[src/common/bcd_cfg.svh]
`ifndef BCD_CFG_SVH
`define BCD_CFG_SVH

// Opcodes
`define BCD_OP_TUR 8'h00
`define BCD_OP_REQSENSE 8'h03
`define BCD_OP_FORMAT 8'h04
`define BCD_OP_INQUIRY 8'h12
`define BCD_OP_MSEL 8'h15
`define BCD_OP_RESERVE 8'h16
`define BCD_OP_RELEASE 8'h17
`define BCD_OP_MSENSE 8'h1a
`define BCD_OP_STARTSTOP 8'h1b
`define BCD_OP_PREVENT 8'h1e
`define BCD_OP_CAPACITY 8'h25
`define BCD_OP_READ10 8'h28
`define BCD_OP_WRITE10 8'h2a
`define BCD_OP_VERIFY10 8'h2f
`define BCD_OP_SYNC 8'h35
`define BCD_OP_WBUF 8'h3b
`define BCD_OP_PRIN 8'h5e
`define BCD_OP_PROUT 8'h5f

// Status, sense keys, codes
`define BCD_ST_GOOD 8'h00
`define BCD_ST_CHECK 8'h02
`define BCD_SK_NONE 8'h00
`define BCD_SK_NOT_READY 8'h02
`define BCD_SK_MEDIUM_ERR 8'h03
`define BCD_SK_ILLEGAL 8'h05
`define BCD_SK_UNIT_ATTN 8'h06
`define BCD_ASC_NOT_READY 8'h04
`define BCD_ASCQ_FMT_BUSY 8'h04
`define BCD_ASC_EVENT 8'h38
`define BCD_ASCQ_MEDIA_EVENT 8'h04
`define BCD_EVT_NEW_MEDIA 8'h02
`define BCD_ASC_FMT_FAIL 8'h31
`define BCD_ASCQ_FMT_FAIL 8'h01
`define BCD_ASC_LBA_RANGE 8'h21
`define BCD_ASC_BAD_OPCODE 8'h20
`define BCD_ASC_BAD_FIELD 8'h24
`define BCD_ASCQ_ZERO 8'h00

// Format flag positions in byte 1
`define BCD_FMT_IMMED 3
`define BCD_FMT_PROGRESS 2
`define BCD_FMT_PCT 1
`define BCD_FMT_STEP 0

// Progress steps and timing
`define BCD_STEP_COARSE 32'h5
`define BCD_STEP_FINE 32'h1
`define BCD_STEP_TIME_S 1
`define BCD_MCLK_HZ 40000000

`endif

[src/common/bcd_pkg.sv]
`default_nettype none
`include "bcd_cfg.svh"

package bcd_pkg;

	typedef logic [0:9][7:0] bcd_cdb_t;

	typedef struct packed {
		logic [7:0] status;
		logic [7:0] skey;
		logic [7:0] asc;
		logic [7:0] ascq;
		logic [31:0] info;
	} bcd_resp_t;

	typedef struct packed {
		logic removable;
		logic format_supported_flag;
		logic opt_sync;
		logic opt_persist;
		logic opt_sense;
		logic opt_reserve;
		logic opt_wbuf;
	} bcd_cfg_t;

	typedef enum logic [1:0] {BCD_IDLE, BCD_READ, BCD_FMT} bcd_state_t;

	function automatic bcd_resp_t bcd_mk(input logic [7:0] st, input logic [7:0] sk,
		input logic [7:0] asc, input logic [7:0] ascq, input logic [31:0] info);
		bcd_resp_t r;
		r.status = st;
		r.skey = sk;
		r.asc = asc;
		r.ascq = ascq;
		r.info = info;
		return r;
	endfunction

	function automatic logic bcd_supported(input logic [7:0] op, input bcd_cfg_t c);
		case (op)
			`BCD_OP_READ10, `BCD_OP_WRITE10, `BCD_OP_CAPACITY, `BCD_OP_VERIFY10,
			`BCD_OP_STARTSTOP, `BCD_OP_INQUIRY, `BCD_OP_MSEL, `BCD_OP_MSENSE,
			`BCD_OP_TUR: return 1'b1;
			`BCD_OP_FORMAT: return c.format_supported_flag;
			`BCD_OP_SYNC: return c.opt_sync;
			`BCD_OP_REQSENSE: return c.opt_sense;
			`BCD_OP_RESERVE, `BCD_OP_RELEASE: return c.opt_reserve;
			`BCD_OP_PRIN, `BCD_OP_PROUT: return c.opt_persist;
			`BCD_OP_PREVENT: return c.removable;
			`BCD_OP_WBUF: return !c.removable || c.opt_wbuf;
			default: return 1'b0;
		endcase
	endfunction

	// Six-byte blocks are group 0, ten-byte blocks groups 1 and 2
	function automatic logic [7:0] bcd_ctl_byte(input bcd_cdb_t c);
		return (c[0][7:5] == 3'h0) ? c[5] : c[9];
	endfunction

endpackage

`default_nettype wire

[src/verilog/bcd_top.sv]
`default_nettype none
`include "bcd_cfg.svh"

// Function
// - Decode media opcodes; read, write, capacity, verify, start/stop mandatory.
// - Accept inquiry, mode select, mode sense, unit-ready; others optional.
// - Removal prevention only for removable; buffer write mandatory on fixed media.
// - Immediate format answers after validation, otherwise after completion.
// - No periodic progress reports unless progress requested.
// - Progress unit is elapsed time or percentage per unit-select.
// - Steps of five, or one when fine step selected.
// - Progress report is check condition, not ready, 04h/04h.
// - Report information carries increments elapsed since format start.
// - Success is unit attention 38h/04h with new-media event 02h.
// - Format failure is media error 31h/01h.
// - During format, new commands get the progress report instead.
// - Read block: big-endian address bytes 2-5, length 7-8.
// - Read starts at the address and moves length contiguous blocks.
// - Read returns the latest written contents of each block.
// - Zero-length read moves nothing and completes good.
// - Address past capacity ends illegal request 21h/00h unless the length is zero.
module bcd_top import bcd_pkg::*; #(
	parameter int unsigned SEC_CYCLES = `BCD_STEP_TIME_S * `BCD_MCLK_HZ
) (
	// Clock and reset
	input wire logic mclk,
	input wire logic nrst,
	// Configuration
	input wire bcd_cfg_t cfg,
	input wire logic [31:0] capacity,
	// Command blocks in
	input wire bcd_cdb_t cdb,
	input wire logic cdb_valid,
	output logic cdb_ready,
	// Status out
	output bcd_resp_t resp,
	output logic resp_valid,
	input wire logic resp_ready,
	// Commands handled elsewhere
	output bcd_cdb_t fwd_cdb,
	output logic fwd_valid,
	// Block reads to the medium
	output logic blk_req_valid,
	output logic [31:0] blk_req_addr,
	input wire logic blk_req_ready,
	// Medium format control
	output logic fmt_start,
	output logic fmt_busy,
	input wire logic [6:0] fmt_pct,
	input wire logic fmt_done,
	input wire logic fmt_fail
);

	////////////////////////////////////////////////////////////////////////
	// Decode

	bcd_state_t state_q, state_d;
	bcd_resp_t resp_q, resp_d;
	bcd_cdb_t fwd_cdb_q;
	logic resp_valid_q, resp_load;
	logic fwd_valid_q, fwd_go;
	logic fmt_start_q, fmt_go;
	logic prog_q, pct_q, fine_q;
	logic end_pend_q, fail_pend_q;
	logic [31:0] secs_q, next_rep_q;
	logic rd_start, rd_done, sec_tick, rep_fire;

	wire [7:0] op = cdb[0];
	wire accept = cdb_valid && cdb_ready;
	wire ctl_ok = bcd_ctl_byte(cdb) == 8'h00;
	wire supp = bcd_supported(op, cfg);
	wire is_fmt = op == `BCD_OP_FORMAT;
	wire is_read = op == `BCD_OP_READ10;
	wire [7:0] fmt_flags = cdb[1];
	wire [31:0] rd_lba = {cdb[2], cdb[3], cdb[4], cdb[5]};
	wire [15:0] rd_len = {cdb[7], cdb[8]};
	wire [32:0] rd_end = {1'b0, rd_lba} + {17'h0, rd_len};
	wire rd_oob = rd_end > {1'b0, capacity};
	wire in_fmt = state_q == BCD_FMT;
	wire [31:0] fmt_count = pct_q ? {25'h0, fmt_pct} : secs_q;
	wire [31:0] step = fine_q ? `BCD_STEP_FINE : `BCD_STEP_COARSE;
	wire [31:0] first_step = fmt_flags[`BCD_FMT_STEP] ? `BCD_STEP_FINE : `BCD_STEP_COARSE;
	wire rep_due = prog_q && fmt_count >= next_rep_q;
	wire end_now = end_pend_q || fmt_done || fmt_fail;
	wire fail_now = fail_pend_q || fmt_fail;

	// Fixed status words
	wire bcd_resp_t r_good = bcd_mk(`BCD_ST_GOOD, `BCD_SK_NONE, 8'h00, 8'h00, 32'h0);
	wire bcd_resp_t r_prog = bcd_mk(`BCD_ST_CHECK, `BCD_SK_NOT_READY, `BCD_ASC_NOT_READY,
		`BCD_ASCQ_FMT_BUSY, fmt_count);
	wire bcd_resp_t r_fmt_ok = bcd_mk(`BCD_ST_CHECK, `BCD_SK_UNIT_ATTN, `BCD_ASC_EVENT,
		`BCD_ASCQ_MEDIA_EVENT, {24'h0, `BCD_EVT_NEW_MEDIA});
	wire bcd_resp_t r_fmt_bad = bcd_mk(`BCD_ST_CHECK, `BCD_SK_MEDIUM_ERR, `BCD_ASC_FMT_FAIL,
		`BCD_ASCQ_FMT_FAIL, 32'h0);
	wire bcd_resp_t r_range = bcd_mk(`BCD_ST_CHECK, `BCD_SK_ILLEGAL, `BCD_ASC_LBA_RANGE,
		`BCD_ASCQ_ZERO, 32'h0);
	wire bcd_resp_t r_opcode = bcd_mk(`BCD_ST_CHECK, `BCD_SK_ILLEGAL, `BCD_ASC_BAD_OPCODE,
		`BCD_ASCQ_ZERO, 32'h0);
	wire bcd_resp_t r_field = bcd_mk(`BCD_ST_CHECK, `BCD_SK_ILLEGAL, `BCD_ASC_BAD_FIELD,
		`BCD_ASCQ_ZERO, 32'h0);

	// Only one status may be outstanding; a finished format blocks new input
	assign cdb_ready = !resp_valid_q && (state_q == BCD_IDLE || (in_fmt && !end_now));

	////////////////////////////////////////////////////////////////////////
	// Command sequencer

	always_comb begin
		state_d = state_q;
		resp_d = resp_q;
		resp_load = 1'b0;
		rd_start = 1'b0;
		fmt_go = 1'b0;
		fwd_go = 1'b0;
		rep_fire = 1'b0;
		case (state_q)
			BCD_IDLE: begin
				if (accept) begin
					resp_load = 1'b1;
					resp_d = r_good;
					if (!ctl_ok) begin
						resp_d = r_field;
					end else if (!supp) begin
						resp_d = r_opcode;
					end else if (is_fmt) begin
						fmt_go = 1'b1;
						state_d = BCD_FMT;
						resp_load = fmt_flags[`BCD_FMT_IMMED];
					end else if (is_read) begin
						if (rd_len == 16'h0) begin
							resp_d = r_good;
						end else if (rd_oob) begin
							resp_d = r_range;
						end else begin
							resp_load = 1'b0;
							rd_start = 1'b1;
							state_d = BCD_READ;
						end
					end else begin
						resp_load = 1'b0;
						fwd_go = 1'b1;
					end
				end
			end
			BCD_READ: begin
				if (rd_done) begin
					resp_load = 1'b1;
					resp_d = r_good;
					state_d = BCD_IDLE;
				end
			end
			BCD_FMT: begin
				if (!resp_valid_q) begin
					if (end_now) begin
						resp_load = 1'b1;
						resp_d = fail_now ? r_fmt_bad : r_fmt_ok;
						state_d = BCD_IDLE;
					end else if (accept) begin
						resp_load = 1'b1;
						resp_d = r_prog;
					end else if (rep_due) begin
						resp_load = 1'b1;
						resp_d = r_prog;
						rep_fire = 1'b1;
					end
				end
			end
			default: state_d = BCD_IDLE;
		endcase
	end

	always_ff @(posedge mclk or negedge nrst) begin
		if (!nrst) begin
			state_q <= BCD_IDLE;
			resp_q <= '0;
			resp_valid_q <= 1'b0;
		end else begin
			state_q <= state_d;
			if (resp_load) begin
				resp_q <= resp_d;
			end
			resp_valid_q <= resp_load || (resp_valid_q && !resp_ready);
		end
	end

	always_ff @(posedge mclk or negedge nrst) begin
		if (!nrst) begin
			fwd_cdb_q <= '0;
			fwd_valid_q <= 1'b0;
			fmt_start_q <= 1'b0;
		end else begin
			fwd_valid_q <= fwd_go;
			fmt_start_q <= fmt_go;
			if (fwd_go) begin
				fwd_cdb_q <= cdb;
			end
		end
	end

	////////////////////////////////////////////////////////////////////////
	// Format progress

	// Done may land while a report is still waiting; keep it until sent
	always_ff @(posedge mclk or negedge nrst) begin
		if (!nrst) begin
			end_pend_q <= 1'b0;
			fail_pend_q <= 1'b0;
		end else if (in_fmt && (fmt_done || fmt_fail)) begin
			end_pend_q <= 1'b1;
			fail_pend_q <= fail_pend_q || fmt_fail;
		end else if (state_d != BCD_FMT) begin
			end_pend_q <= 1'b0;
			fail_pend_q <= 1'b0;
		end
	end

	always_ff @(posedge mclk or negedge nrst) begin
		if (!nrst) begin
			prog_q <= 1'b0;
			pct_q <= 1'b0;
			fine_q <= 1'b0;
			secs_q <= 32'h0;
			next_rep_q <= 32'h0;
		end else if (fmt_go) begin
			prog_q <= fmt_flags[`BCD_FMT_PROGRESS];
			pct_q <= fmt_flags[`BCD_FMT_PCT];
			fine_q <= fmt_flags[`BCD_FMT_STEP];
			secs_q <= 32'h0;
			next_rep_q <= first_step;
		end else begin
			if (in_fmt && sec_tick) begin
				secs_q <= secs_q + 32'h1;
			end
			if (rep_fire) begin
				next_rep_q <= next_rep_q + step;
			end
		end
	end

	bcd_tick #(
		.CYC(SEC_CYCLES)
	) u_tick (
		.mclk(mclk),
		.nrst(nrst),
		.clr(fmt_go),
		.en(in_fmt),
		.tick(sec_tick)
	);

	////////////////////////////////////////////////////////////////////////
	// Read transfer

	// Data come straight from the medium, so the latest write is seen
	bcd_rdseq #(
		.AW(32),
		.LW(16)
	) u_rdseq (
		.mclk(mclk),
		.nrst(nrst),
		.start(rd_start),
		.lba(rd_lba),
		.len(rd_len),
		.req_valid(blk_req_valid),
		.req_addr(blk_req_addr),
		.req_ready(blk_req_ready),
		.done(rd_done)
	);

	assign resp = resp_q;
	assign resp_valid = resp_valid_q;
	assign fwd_cdb = fwd_cdb_q;
	assign fwd_valid = fwd_valid_q;
	assign fmt_start = fmt_start_q;
	assign fmt_busy = in_fmt;

	////////////////////////////////////////////////////////////////////////
	// Checks

	logic hs_seen_q;
	logic [31:0] last_addr_q;
	wire blk_hs = blk_req_valid && blk_req_ready;
	logic [7:0] fmt_flags_d1;
	wire cmd_fmt_ok = ctl_ok && supp && is_fmt;
	wire cmd_rd_ok = ctl_ok && supp && is_read;

	always_ff @(posedge mclk or negedge nrst) begin
		if (!nrst) begin
			fmt_flags_d1 <= 8'h00;
		end else begin
			fmt_flags_d1 <= fmt_flags;
		end
	end

	always_ff @(posedge mclk or negedge nrst) begin
		if (!nrst) begin
			hs_seen_q <= 1'b0;
			last_addr_q <= 32'h0;
		end else if (rd_start) begin
			hs_seen_q <= 1'b0;
		end else if (blk_hs) begin
			hs_seen_q <= 1'b1;
			last_addr_q <= blk_req_addr;
		end
	end
endmodule // bcd_top

`default_nettype wire

[src/verilog/bcd_tick.sv]
`default_nettype none

module bcd_tick import bcd_pkg::*; #(
	parameter int unsigned CYC = 40000000
) (
	// Clock and reset
	input wire logic mclk,
	input wire logic nrst,
	// Control
	input wire logic clr,
	input wire logic en,
	// One-cycle enable pulse
	output logic tick
);

	logic [31:0] cnt_q;
	logic tick_q;
	wire wrap = cnt_q == CYC[31:0] - 32'h1;

	always_ff @(posedge mclk or negedge nrst) begin
		if (!nrst) begin
			cnt_q <= 32'h0;
			tick_q <= 1'b0;
		end else begin
			cnt_q <= (clr || !en || wrap) ? 32'h0 : cnt_q + 32'h1;
			tick_q <= en && !clr && wrap;
		end
	end

	assign tick = tick_q;

endmodule // bcd_tick

`default_nettype wire

[src/verilog/bcd_rdseq.sv]
`default_nettype none

module bcd_rdseq import bcd_pkg::*; #(
	parameter int unsigned AW = 32,
	parameter int unsigned LW = 16
) (
	// Clock and reset
	input wire logic mclk,
	input wire logic nrst,
	// Start of a run
	input wire logic start,
	input wire logic [AW-1:0] lba,
	input wire logic [LW-1:0] len,
	// Block requests to the medium
	output logic req_valid,
	output logic [AW-1:0] req_addr,
	input wire logic req_ready,
	// End of run
	output logic done
);

	logic busy_q, done_q;
	logic [AW-1:0] addr_q;
	logic [LW-1:0] left_q;
	wire hs = busy_q && req_ready;
	wire last = left_q == {{(LW-1){1'b0}}, 1'b1};

	// Ascending contiguous blocks from the first address
	always_ff @(posedge mclk or negedge nrst) begin
		if (!nrst) begin
			busy_q <= 1'b0;
			done_q <= 1'b0;
			addr_q <= '0;
			left_q <= '0;
		end else begin
			done_q <= hs && last;
			if (start) begin
				busy_q <= 1'b1;
				addr_q <= lba;
				left_q <= len;
			end else if (hs) begin
				busy_q <= !last;
				addr_q <= addr_q + {{(AW-1){1'b0}}, 1'b1};
				left_q <= left_q - {{(LW-1){1'b0}}, 1'b1};
			end
		end
	end

	assign req_valid = busy_q;
	assign req_addr = addr_q;
	assign done = done_q;

endmodule // bcd_rdseq

`default_nettype wire

[config.mk]
export PLATFORM = sky130hd
export DESIGN_NAME = bcd_top
export DESIGN_NICKNAME = d
export VERILOG_FILES = /design/src/common/bcd_pkg.sv /design/src/verilog/bcd_top.sv /design/src/verilog/bcd_tick.sv /design/src/verilog/bcd_rdseq.sv
export VERILOG_INCLUDE_DIRS = /design/src /design/src/common
export SDC_FILE = /design/constraint.sdc
export NUM_CORES = 1
export LEC_CHECK = 0
export BUFFER_PORTS_ARGS = -buffer_cell sky130_fd_sc_hd__buf_2
export CELL_PAD_IN_SITES_DETAIL_PLACEMENT = 2
export CELL_PAD_IN_SITES_GLOBAL_PLACEMENT = 2
export CORE_AREA = 2 2 179 269
export DETAILED_ROUTE_END_ITERATION = 12
export DIE_AREA = 0 0 181 271
export HOLD_SLACK_MARGIN = 0.06
export PLACE_DENSITY = 0.78
export SYNTH_ARGS = -nofsm -noshare
export SYNTH_HDL_FRONTEND = slang
export SYNTH_SLANG_ARGS = --single-unit
[constraint.sdc]
create_clock -name mclk -period 4.4 [get_ports mclk]
set_input_delay 0.22 -clock mclk [delete_from_list [all_inputs] [get_ports mclk]]
set_output_delay 0.22 -clock mclk [all_outputs]
set_load 0.02 [all_outputs]
==> results of run 1 <==
[logic make-up (layout without fill, tap and decap cells)]
family,Yosys count,in the layout
and+or+nand+nor,608,608
AOI/OAI and AO/OA,209,209
adders and majority gates,92,92
muxes,132,132
buffers and inverters,197,694
xor gates and xnor gates,153,153
DFF,280,280
other,1,24
[final cells by class]
| class | instances | area share (%) |
|---|---|---|
| clock inverter | 16 | 1.042 |
| sequential | 280 | 31.88 |
| multi-input combinational | 1215 | 41.04 |
| inverter | 124 | 2.129 |
| antenna | 3 | 0.03415 |
| timing repair buffer | 514 | 16.54 |
| clock buffer | 40 | 3.956 |
| tap | 594 | 3.381 |
[layout by cell type (no fill, tap or decap), types with 12 or more instances in the layout]
| cell | n |
|---|---|
| o21ai_0 | 27 |
| nand3_1 | 59 |
| and4_1 | 17 |
| nor4_1 | 19 |
| nor2_1 | 147 |
| nand4_1 | 42 |
| clkbuf_16 | 37 |
| nand2_1 | 125 |
| nor2b_1 | 32 |
| or3_1 | 19 |
| mux2_4 | 13 |
| mux2_2 | 61 |
| xor2_1 | 74 |
| a21oi_1 | 71 |
| a21oi_2 | 28 |
| mux2_1 | 30 |
| and2_1 | 12 |
| ha_1 | 86 |
| nor2_4 | 38 |
| nor3_1 | 25 |
| inv_1 | 121 |
| buf_4 | 115 |
| and3_1 | 28 |
| dfrtp_1 | 280 |
| mux2i_1 | 26 |
| buf_2 | 289 |
| xnor2_1 | 79 |
| dlygate4sd3_1 | 81 |
| conb_1 | 21 |
[state kept, by name (all words and copies together), names as in the netlist, 2 cells and up]
| name | cells |
|---|---|
| state_q | 2 |
| u_rdseq.left_q | 16 |
| resp | 43 |
| next_rep_q | 32 |
| fwd_cdb | 80 |
| secs_q | 32 |
| u_tick.cnt_q | 32 |
| u_rdseq.req_addr | 32 |
[critical path, cell delays in order]
cell	delay, ps
buf_2	120
buf_4	150
inv_2	70
fa_2	370
nor2b_2	170
o31a_1	290
nor2_4	80
o31ai_2	270
a221o_1	270
buf_4	150
and2_4	150
buf_4	120
nand2_1	90
xnor2_1	160
ha_1	330
nand3_1	120
a21oi_2	60
a211o_1	280
a22oi_2	210
a31o_2	190
a21bo_4	270
or3_4	540
clkbuf_16	240
o211ai_1	110
o21ai_1	120
[synth_stat cells, types with 6 or more instances]
master    count  area (um^2)
dfrtp_1     280         7007
nor2_1      192        720.7
nand2_1     127        476.7
inv_1       124        465.5
a21oi_1     100        500.5
ha_1         91         1139
xnor2_1      79        691.9
xor2_1       74        648.1
mux2_2       61        686.9
nand3_1      60        300.3
mux2_1       43        484.2
nand4_1      42        262.8
nor2b_1      33        206.5
and3_1       29        181.4
clkbuf_1     29        108.9
mux2i_1      28        280.3
o21ai_0      28        140.1
nor3_1       26        130.1
buf_4        21        157.7
nor4_1       21        131.4
or3_1        21        131.4
and4_1       17        148.9
and2_1       14        87.58
a21o_1       10        75.07
buf_2        10        50.05
buf_6        10        112.6
o31ai_1       8        60.06
a31oi_1       6        37.54
[power by group]
group / switching, mW / internal, mW / total, mW
combinational: 0.761 / 0.530 / 1.29
sequential: 0.145 / 2.67 / 2.82
clock: 1.25 / 1.69 / 2.94
[timing repair]
| item | in CTS | in global routing |
|---|---|---|
| endpoints found under the hold margin | 243 | 0 |
| hold buffers | 81 | 0 |
| gates cloned | 1 | 8 |
| endpoints found under the setup margin | 97 | 96 |
| pin swaps | 11 | 24 |
| resized for setup | 17 | 163 |
| buffers inserted | 9 | 14 |
[how the worst max path moves through the flow]
stage                 start              endpoint  slack [ps]  depth (start not counted)
CTS                  cdb[9]              resp[40]          10                         22
global route        cdb[32]     u_rdseq.left_q[1]        -380                         26
global placement     cdb[9]  u_rdseq.req_addr[12]       -1100                         22
floorplan           cdb[16]  u_rdseq.req_addr[12]          -5                         20
finish               cdb[9]     u_rdseq.left_q[1]        -270                         25
detailed placement   cdb[9]  u_rdseq.req_addr[28]       -1380                         22
[stage by stage]
| stage | hold slack, ps | TNS (ps) | instance area [um^2] |
|---|---|---|---|
| 2_1_floorplan | -75.59 | -51.46 | 16290 |
| 3_3_place_gp | 366.2 | -99400 | 18990 |
| 3_5_place_dp | 380.4 | -126260 | 18990 |
| 4_1_cts | 62.41 | 0 | 21080 |
| 5_1_grt | 92.84 | -26150 | 21980 |
| 6_report | 109.3 | -16190 | 21980 |
[per-layer routing]
metal	vias up	GRT usage, %	wire (um)
li1	6690	-	-
met1	7821	26.53	25800
met2	559	54.27	41910
met3	241	4.469	3323
met4	0	10.48	4150
met5	-	0	0
==> impl_metrics.toml, run 1 <==
[status]
outcome = "complete, but fails checks"
violations = "negative setup slack"

[setup_path]
crit_type = "primary input to flip-flop"
r2r_setup_slack_ps = 190
r2r_end = "resp[13]"
crit_required_ps = 4880
cp_max_fo = 8
arrival_ps = 5150
worst_setup_path_start_kind = "primary input"
reg2regPathDepth = 15
rr_startpoint = "pct_q"
crit_path_end_kind = "flip-flop"

[die]
coreArea_um2 = 46600
die_x_um = 181
dieArea_um2 = 49050
start_util_pct = 34.72
die_y_um = 271
num_rows = 97
io_pins = 315

[sta]
period_share_pct = 106.2
setup_slack_ps = -272.8
rsz0062_at_grt = "yes"
hold_viol_final = 0
clock.fmax_mhz = 214.0
setup_viol = 93
slew_headroom_pct = 28.99
worst_clock_skew_ps = 22.05
tightest_slew_ps = 1065
slew_violations = 0
fin_crit_ps = 4673

[place]
dp_cells = 2614
pre_cts_slack_ps = -1380
place_hpwl_um = 45080
place_congestion = 0.8641
port_buffers = 293

[cts]
clkLatencyLatePin_ps = 620
cts_root_buffer = "clkbuf_16"
cts_sinks = 280
cts_made_buffers = 31
clk_pin_slew_worst_paths_ps = 70
htreeDepth = 1
clk_path_buf_depth = 3
tritoncts = "yes"

[synth]
synth_fa_ha_area_share_pct = 7.161
yosys.area_share.simple_pct = 18.58
yosys_warnings = 0
seq_area_frac_synth_pct = 43.31
synth_xor_area_share_pct = 8.282
avgSynthCellArea_um2 = 9.677
ys_ff_latch = 280
syn_inst = 1672
netlist_area_um2 = 16180
synth_compound_area_share_pct = 8.081
synth_edf_count = 0
ys_types = 72
async_flop_share_pct = 100.0
synth_top_family_by_area = "simple AND/OR/NAND/NOR gates"
muxShareOfSynthArea_pct = 8.971
synthFlopType = "dfrtp_1"

[pwr]
power_mw = 7.053
leakage_nw = 10.49
irDropWorstVdd_mv = 0.3692
cellPowerDensity_nw_per_um2 = 320.9

[global_route]
grt_pass1_vias = 17210
grt_pass1_wl_um = 102300
grt_overflow_total = 0
grt_use_total_pct = 26.78
antenna_found_initial = 4
grt_max_degree = 124

[min_path]
holdPathStages = 4
min_from = "cdb[21]"
min_path_type = "primary input to flip-flop"
whs_endpoint = "u_rdseq.left_q[13]"

[finish]
final-seq-area_um2 = 7007
post-route-util_pct = 47.16
fin_nets = 2391
drive_above_1_share_pct = 31.06
stdcell_count = 2786
n_fill_cell = 4907
syn_to_final_growth_pct = 35.85
multi_input_area_um2 = 9020

[drt]
detail_route.wl_per_cell_um = 26.99
vias = 15310
drt-total-wl_um = 75180
final_antenna_net_count = 0
drt_iter0_markers = 561
drcViolationCount = 0
firstDrtPassIters = 7
vias_per_cell = 5.496

[job]
drv_cap = 0
Note: power is estimated with default switching activity, not from simulation.
==> run 2: changes to the inputs <==
Settings changed: ABC_AREA from default to 1, CORE_AREA 2 2 179 269 to 2 2 195 292, DIE_AREA 0 0 181 271 to 0 0 197 294, PLACE_DENSITY 0.78 to 0.77.
==> run 2 against run 1 <==
Compared with the run above:
- the run now ends clean
- critical path type unchanged
- critical path depth is 6 higher
- combinational power is 47% lower
- clock skew up 9.5 ps
- clock power rose by 6.8%
- wire length grew 7.1%
- design area is 1.7% higher
- non-clock buffer count down 68
- synthesized cell count up 40%
- sequential cell count unchanged
- die area grew 18%
==> impl_metrics.toml, run 2 <==
[synth]
netlist_area_um2 = 17570
ys_types = 54
synth_fa_ha_area_share_pct = 6.595
synth_compound_area_share_pct = 8.838
async_flop_share_pct = 100.0
yosys.area_share.simple_pct = 29.41
ys_top_cells_by_area = "dfrtp_1, nand2_1, ha_1, inv_1, xor2_1"
yosysMostFrequentCell = "nand2_1"
seq_area_frac_synth_pct = 39.88
netlist_top_cells_count = "nand2_1, inv_1, dfrtp_1"
synth_xor_area_share_pct = 5.933
ys_ff_latch = 280
synth_top_area_share_pct = 39.88
avgSynthCellArea_um2 = 7.517
synth_edf_count = 0
synth_area_leader_cell = "dfrtp_1"
synthFlopType = "dfrtp_1"
yosys_warnings = 0
synth_top_family_by_area = "simple AND/OR/NAND/NOR gates"
muxShareOfSynthArea_pct = 0
syn_inst = 2337

[global_route]
grt_pass1_wl_um = 121700
gr-max-usage-layer = "met2"
antenna_found_initial = 8
grt_pass1_vias = 20890
use_met1_pct = 26.25
grt_util_met2_pct = 54.90
grt_use_total_pct = 27.46
grt_max_degree = 118
grt_overflow_total = 0
grt_use_met3_pct = 4.871

[finish]
syn_to_final_growth_pct = 27.23
mostFrequentLayoutCell = "nand2_1"
layout_common_cells = "nand2_1, inv_1, buf_2, dfrtp_1, nor2_1"
fin_nets = 2971
post-route-util_pct = 40.32
design_area_um2 = 22350
largest_reg_flops = 80
drive_above_1_share_pct = 18.33

[sta]
period_share_pct = 95.99
slew_headroom_pct = 25.36
worst_clock_skew_ps = 31.51
hold_viol_final = 0
setup_viol = 0
clock.fmax_mhz = 236.8
setup_slack_ps = 176.4
fin_crit_ps = 4224
tightest_slew_ps = 1118
slew_violations = 0

[drt]
drt-total-wl_um = 80540
drt_iter0_markers = 610
vias_per_cell = 5.254
vias = 18300
detail_route.wl_per_cell_um = 23.13
drcViolationCount = 0
firstDrtPassIters = 5
final_antenna_net_count = 0

[pwr]
power_mw = 6.403
power.net_switching_mw = 1.686
leakage_nw = 11.63
clkPwrFrac_pct = 49.1
p_sw_share_pct = 26.33
intPower_mw = 4.717
seqPwrFrac_pct = 40.2
irDropWorstVdd_mv = 0.2116
pwr-share-comb_pct = 10.7
cellPowerDensity_nw_per_um2 = 286.4

[cts]
clk_pin_slew_worst_paths_ps = 60
clkLatencyLatePin_ps = 570
htreeDepth = 2
cts_root_buffer = "clkbuf_16"
tritoncts = "yes"
cts_made_buffers = 35
cts_sinks = 280
clk_path_buf_depth = 3

[job]
drv_cap = 0

[die]
coreArea_um2 = 55440
io_pins = 315
start_util_pct = 31.69
num_rows = 106
die_x_um = 197
dieArea_um2 = 57920
die_y_um = 294

[setup_path]
arrival_ps = 4670
cp_max_fo = 8
crit_required_ps = 4840
crit_slowest_cell = "dlygate4sd3_1"
crit_type = "primary input to flip-flop"
rr_startpoint = "pct_q"
worst_setup_path_start_kind = "primary input"
r2r_end = "resp[20]"
crit_path_end_kind = "flip-flop"
slowest_delay_ps = 530
reg2regPathDepth = 22
r2r_setup_slack_ps = 260
critPathMostFrequentCell = "nand2_1"

[place]
place_congestion = 0.9810
place_hpwl_um = 60590
port_buffers = 293
placed_area_um2 = 20240
pre_cts_slack_ps = -106.5

[min_path]
min_path_type = "primary input to flip-flop"
holdPathStages = 3
whs_endpoint = "u_rdseq.req_addr[14]"
min_from = "cdb[46]"

[status]
outcome = "finished, final reports clean"
## run 2: worst max-delay path by stage
| stage | start | to | depth (start not counted) |
|---|---|---|---|
| finish | cdb[32] | resp[20] | 31 |
| floorplan | cdb[12] | u_rdseq.req_addr[19] | 24 |
| CTS | cdb[40] | resp[20] | 30 |
| global route | cdb[32] | resp[20] | 34 |
| detailed placement | cdb[12] | u_rdseq.req_addr[30] | 26 |
| global placement | cdb[10] | resp[25] | 30 |
## run 2: metrics by stage
step | hold WS (ps) | instances | TNS (ps)
after global routing | 86.07 | 3481 | -5750
after CTS | 63.36 | 3467 | 0
after global placement | 366.8 | 3343 | 0
after floorplan | -75.59 | 2357 | 0
final | 82.37 | 3482 | 0
after detailed placement | 377.5 | 3343 | -4112
## run 2: kinds of logic (layout without fill, tap and decap cells)
logic type,count (synthesis),count (layout)
simple gates,1168,1169
buf+inv,399,813
flops,280,280
compound gates,278,278
xor+xnor,119,119
fa+ha+maj,92,92
other cells,1,29
## run 2: power groups by stage
stage | logic [mW] | clock network, mW | registers, mW
final | 0.686 | 3.14 | 2.57
after global routing | 0.748 | 3.30 | 2.57
after CTS | 0.644 | 3.21 | 2.57
after detailed placement | 0.595 | 0 | 2.62
after global placement | 0.571 | 0 | 2.62
after floorplan | 0.272 | 0 | 2.62
## run 2: cell type report
class,instances,area (um^2)
well taps,702,878.3
repair buffers,446,2912
inverters,304,1141
flip-flops and latches,280,7007
fillers,6513,33090
clock buffers,49,1040
diodes,8,20.02
multi-input cells,1679,9166
clock inverters,14,188.9
## run 2: per-layer routing
layer / part of all wire (%) / vias to the layer above / routed length (um)
met5: 0.011 / - / 9
met4: 5.8 / 2 / 4669
met2: 56 / 400 / 44840
met3: 3.9 / 188 / 3138
met1: 35 / 9275 / 27880
li1: - / 8431 / -
## run 2: worst max-delay path: cells and delay by family
kind,cells,cell delay (ps)
AO/OA/AOI/OAI,1,160
buffers and inverters,5,1070
XOR/XNOR,1,70
AND/OR/NAND/NOR,21,2190
adder cells (fa/ha/maj),3,900
## run 2: timing repair
action                                  CTS  global route
gates resized for setup                   0            40
endpoints found under the setup margin    0            97
buffers inserted                          0             3
hold buffers                             61             0
hold endpoints to repair                188             0
==> run 3: changes to the inputs <==
Settings changed: PLACE_DENSITY 0.77 to default, PLACE_DENSITY_LB_ADDON from default to 0.25.
==> run 3 against run 2 <==
Compared with the run above:
- cell count fell by 1.4%
- combinational power is 9.8% lower
- sequential share of layout area rose by 0.65 points
- core utilization is 0.82 points lower
- clock skew decreased by 13 ps
- fmax rose by 2.2%
- design area decreased by 2.0%
- critical path type unchanged
- highest routed layer unchanged
==> impl_metrics.toml, run 3 (synthesis gave the netlist of run 2 again) <==
[setup_path]
slowest_delay_ps = 530
crit_slowest_cell = "dlygate4sd3_1"
crit_type = "primary input to flip-flop"
cp_max_fo = 10
r2r_setup_slack_ps = 400
rr_startpoint = "pct_q"
worst_setup_path_start_kind = "primary input"
worstSetupStartpoint = "cdb[32]"
crit_path_end_kind = "flip-flop"
critPathMostFrequentCell = "nand2_1"
crit_required_ps = 4880
arrival_ps = 4610

[pwr]
intPower_mw = 4.665
clkPwrFrac_pct = 49.4
seqPwrFrac_pct = 40.8
power.net_switching_mw = 1.642
cellPowerDensity_nw_per_um2 = 288.0
p_sw_share_pct = 26.03
leakage_nw = 11.37
pwr-share-comb_pct = 9.8
irDropWorstVdd_mv = 0.2073

[sta]
setup_viol = 0
slew_headroom_pct = 23.85
hold_viol_final = 0
worst_clock_skew_ps = 18.53
tightest_slew_ps = 1141
slew_violations = 0
fin_crit_ps = 4132
period_share_pct = 93.91
clock.fmax_mhz = 242.0

[status]
outcome = "finished, final reports clean"

[min_path]
min_from = "cdb[37]"
min_path_type = "primary input to flip-flop"

[global_route]
use_met1_pct = 26.39
antenna_found_initial = 9
grt_use_total_pct = 26.29
grt_pass1_wl_um = 117400
grt_use_met3_pct = 5.100
grt_max_degree = 106
gr-max-usage-layer = "met2"
grt_pass1_vias = 20490
grt_overflow_total = 0
grt_util_met2_pct = 50.24

[cts]
clk_pin_slew_worst_paths_ps = 60
htreeDepth = 2
clkLatencyLatePin_ps = 550
clk_path_buf_depth = 3
cts_sinks = 280
cts_made_buffers = 35
tritoncts = "yes"
cts_root_buffer = "clkbuf_16"

[finish]
drive_above_1_share_pct = 16.75
syn_to_final_growth_pct = 24.65
n_fill_cell = 6558
post-route-util_pct = 39.50
stdcell_count = 3434
design_area_um2 = 21900
largest_reg_flops = 80
fin_nets = 2922
mostFrequentLayoutCell = "nand2_1"
layout_common_cells = "nand2_1, inv_1, buf_2, dfrtp_1, nor2_1"

[drt]
firstDrtPassIters = 4
vias = 17950
drt_iter0_markers = 633
final_antenna_net_count = 0
vias_per_cell = 5.227
detail_route.wl_per_cell_um = 22.29
drcViolationCount = 0
drt-total-wl_um = 76530

[die]
die_y_um = 294
dieArea_um2 = 57920
coreArea_um2 = 55440
num_rows = 106
start_util_pct = 31.69
die_x_um = 197
io_pins = 315

[place]
place_congestion = 0.8974
dp_cells = 3301
place_hpwl_um = 58180
port_buffers = 293
placed_area_um2 = 19920

[job]
drv_cap = 0
-- run 3: stage by stage --
stage	hold slack, ps	setup WS, ps	power [mW]	setup TNS (ps)
floorplan	-75.59	739.0	2.895	0
global placement	320.7	62.34	3.150	0
detailed placement	331.6	-116.2	3.174	-4731
CTS	61.94	18.54	6.348	0
global route	83.53	-70.71	6.527	-2000
finish	81.14	268.0	6.306	0
-- run 3: worst paths after layout --
path | end | depth (start not counted)
min | fwd_cdb[37] | 3
max reg2reg | resp[15] | 20
max in group asynchronous | fwd_cdb[60] | 3
min in group asynchronous | fwd_cdb[25] | 2
max | resp[15] | 30
min reg2reg | resp[27] | 2
-- run 3: cell type report --
cell class,count,area [um^2],share of cell area [%]
antenna,9,22.52,0.1028
clock buffer,52,1072,4.897
clock inverter,11,143.9,0.6571
inverter,304,1141,5.211
multi-input combinational,1679,9114,41.62
sequential,280,7007,32.00
tap,702,878.3,4.011
timing repair buffer,397,2520,11.51
-- run 3: what timing repair did --
| item | CTS | global route |
|---|---|---|
| hold buffers | 55 | 0 |
| setup endpoints to repair | 0 | 95 |
| resized for setup | 0 | 29 |
| setup buffers | 0 | 0 |
| hold endpoints to repair | 163 | 0 |
-- run 3: power groups by stage --
stage / Clock (mW) / Sequential (mW) / Combinational [mW]
floorplan: 0 / 2.62 / 0.272
global placement: 0 / 2.62 / 0.528
detailed placement: 0 / 2.62 / 0.552
CTS: 3.18 / 2.57 / 0.597
global route: 3.27 / 2.57 / 0.688
finish: 3.11 / 2.57 / 0.619
-- run 3: worst max-delay path: cells and delay by family --
| family | cells | cell delay [ps] |
|---|---|---|
| simple gates | 17 | 1590 |
| buf+inv | 4 | 930 |
| fa+ha+maj | 3 | 860 |
| compound gates | 5 | 800 |
| xor+xnor | 1 | 200 |
-- run 3: layer usage --
layer | up-vias | share of wire (%) | routed length (um)
met1 | 8963 | 35 | 27120
met3 | 204 | 4.5 | 3457
met4 | 2 | 6.1 | 4645
met5 | - | 0.0091 | 7
met2 | 429 | 54 | 41300
li1 | 8350 | - | -
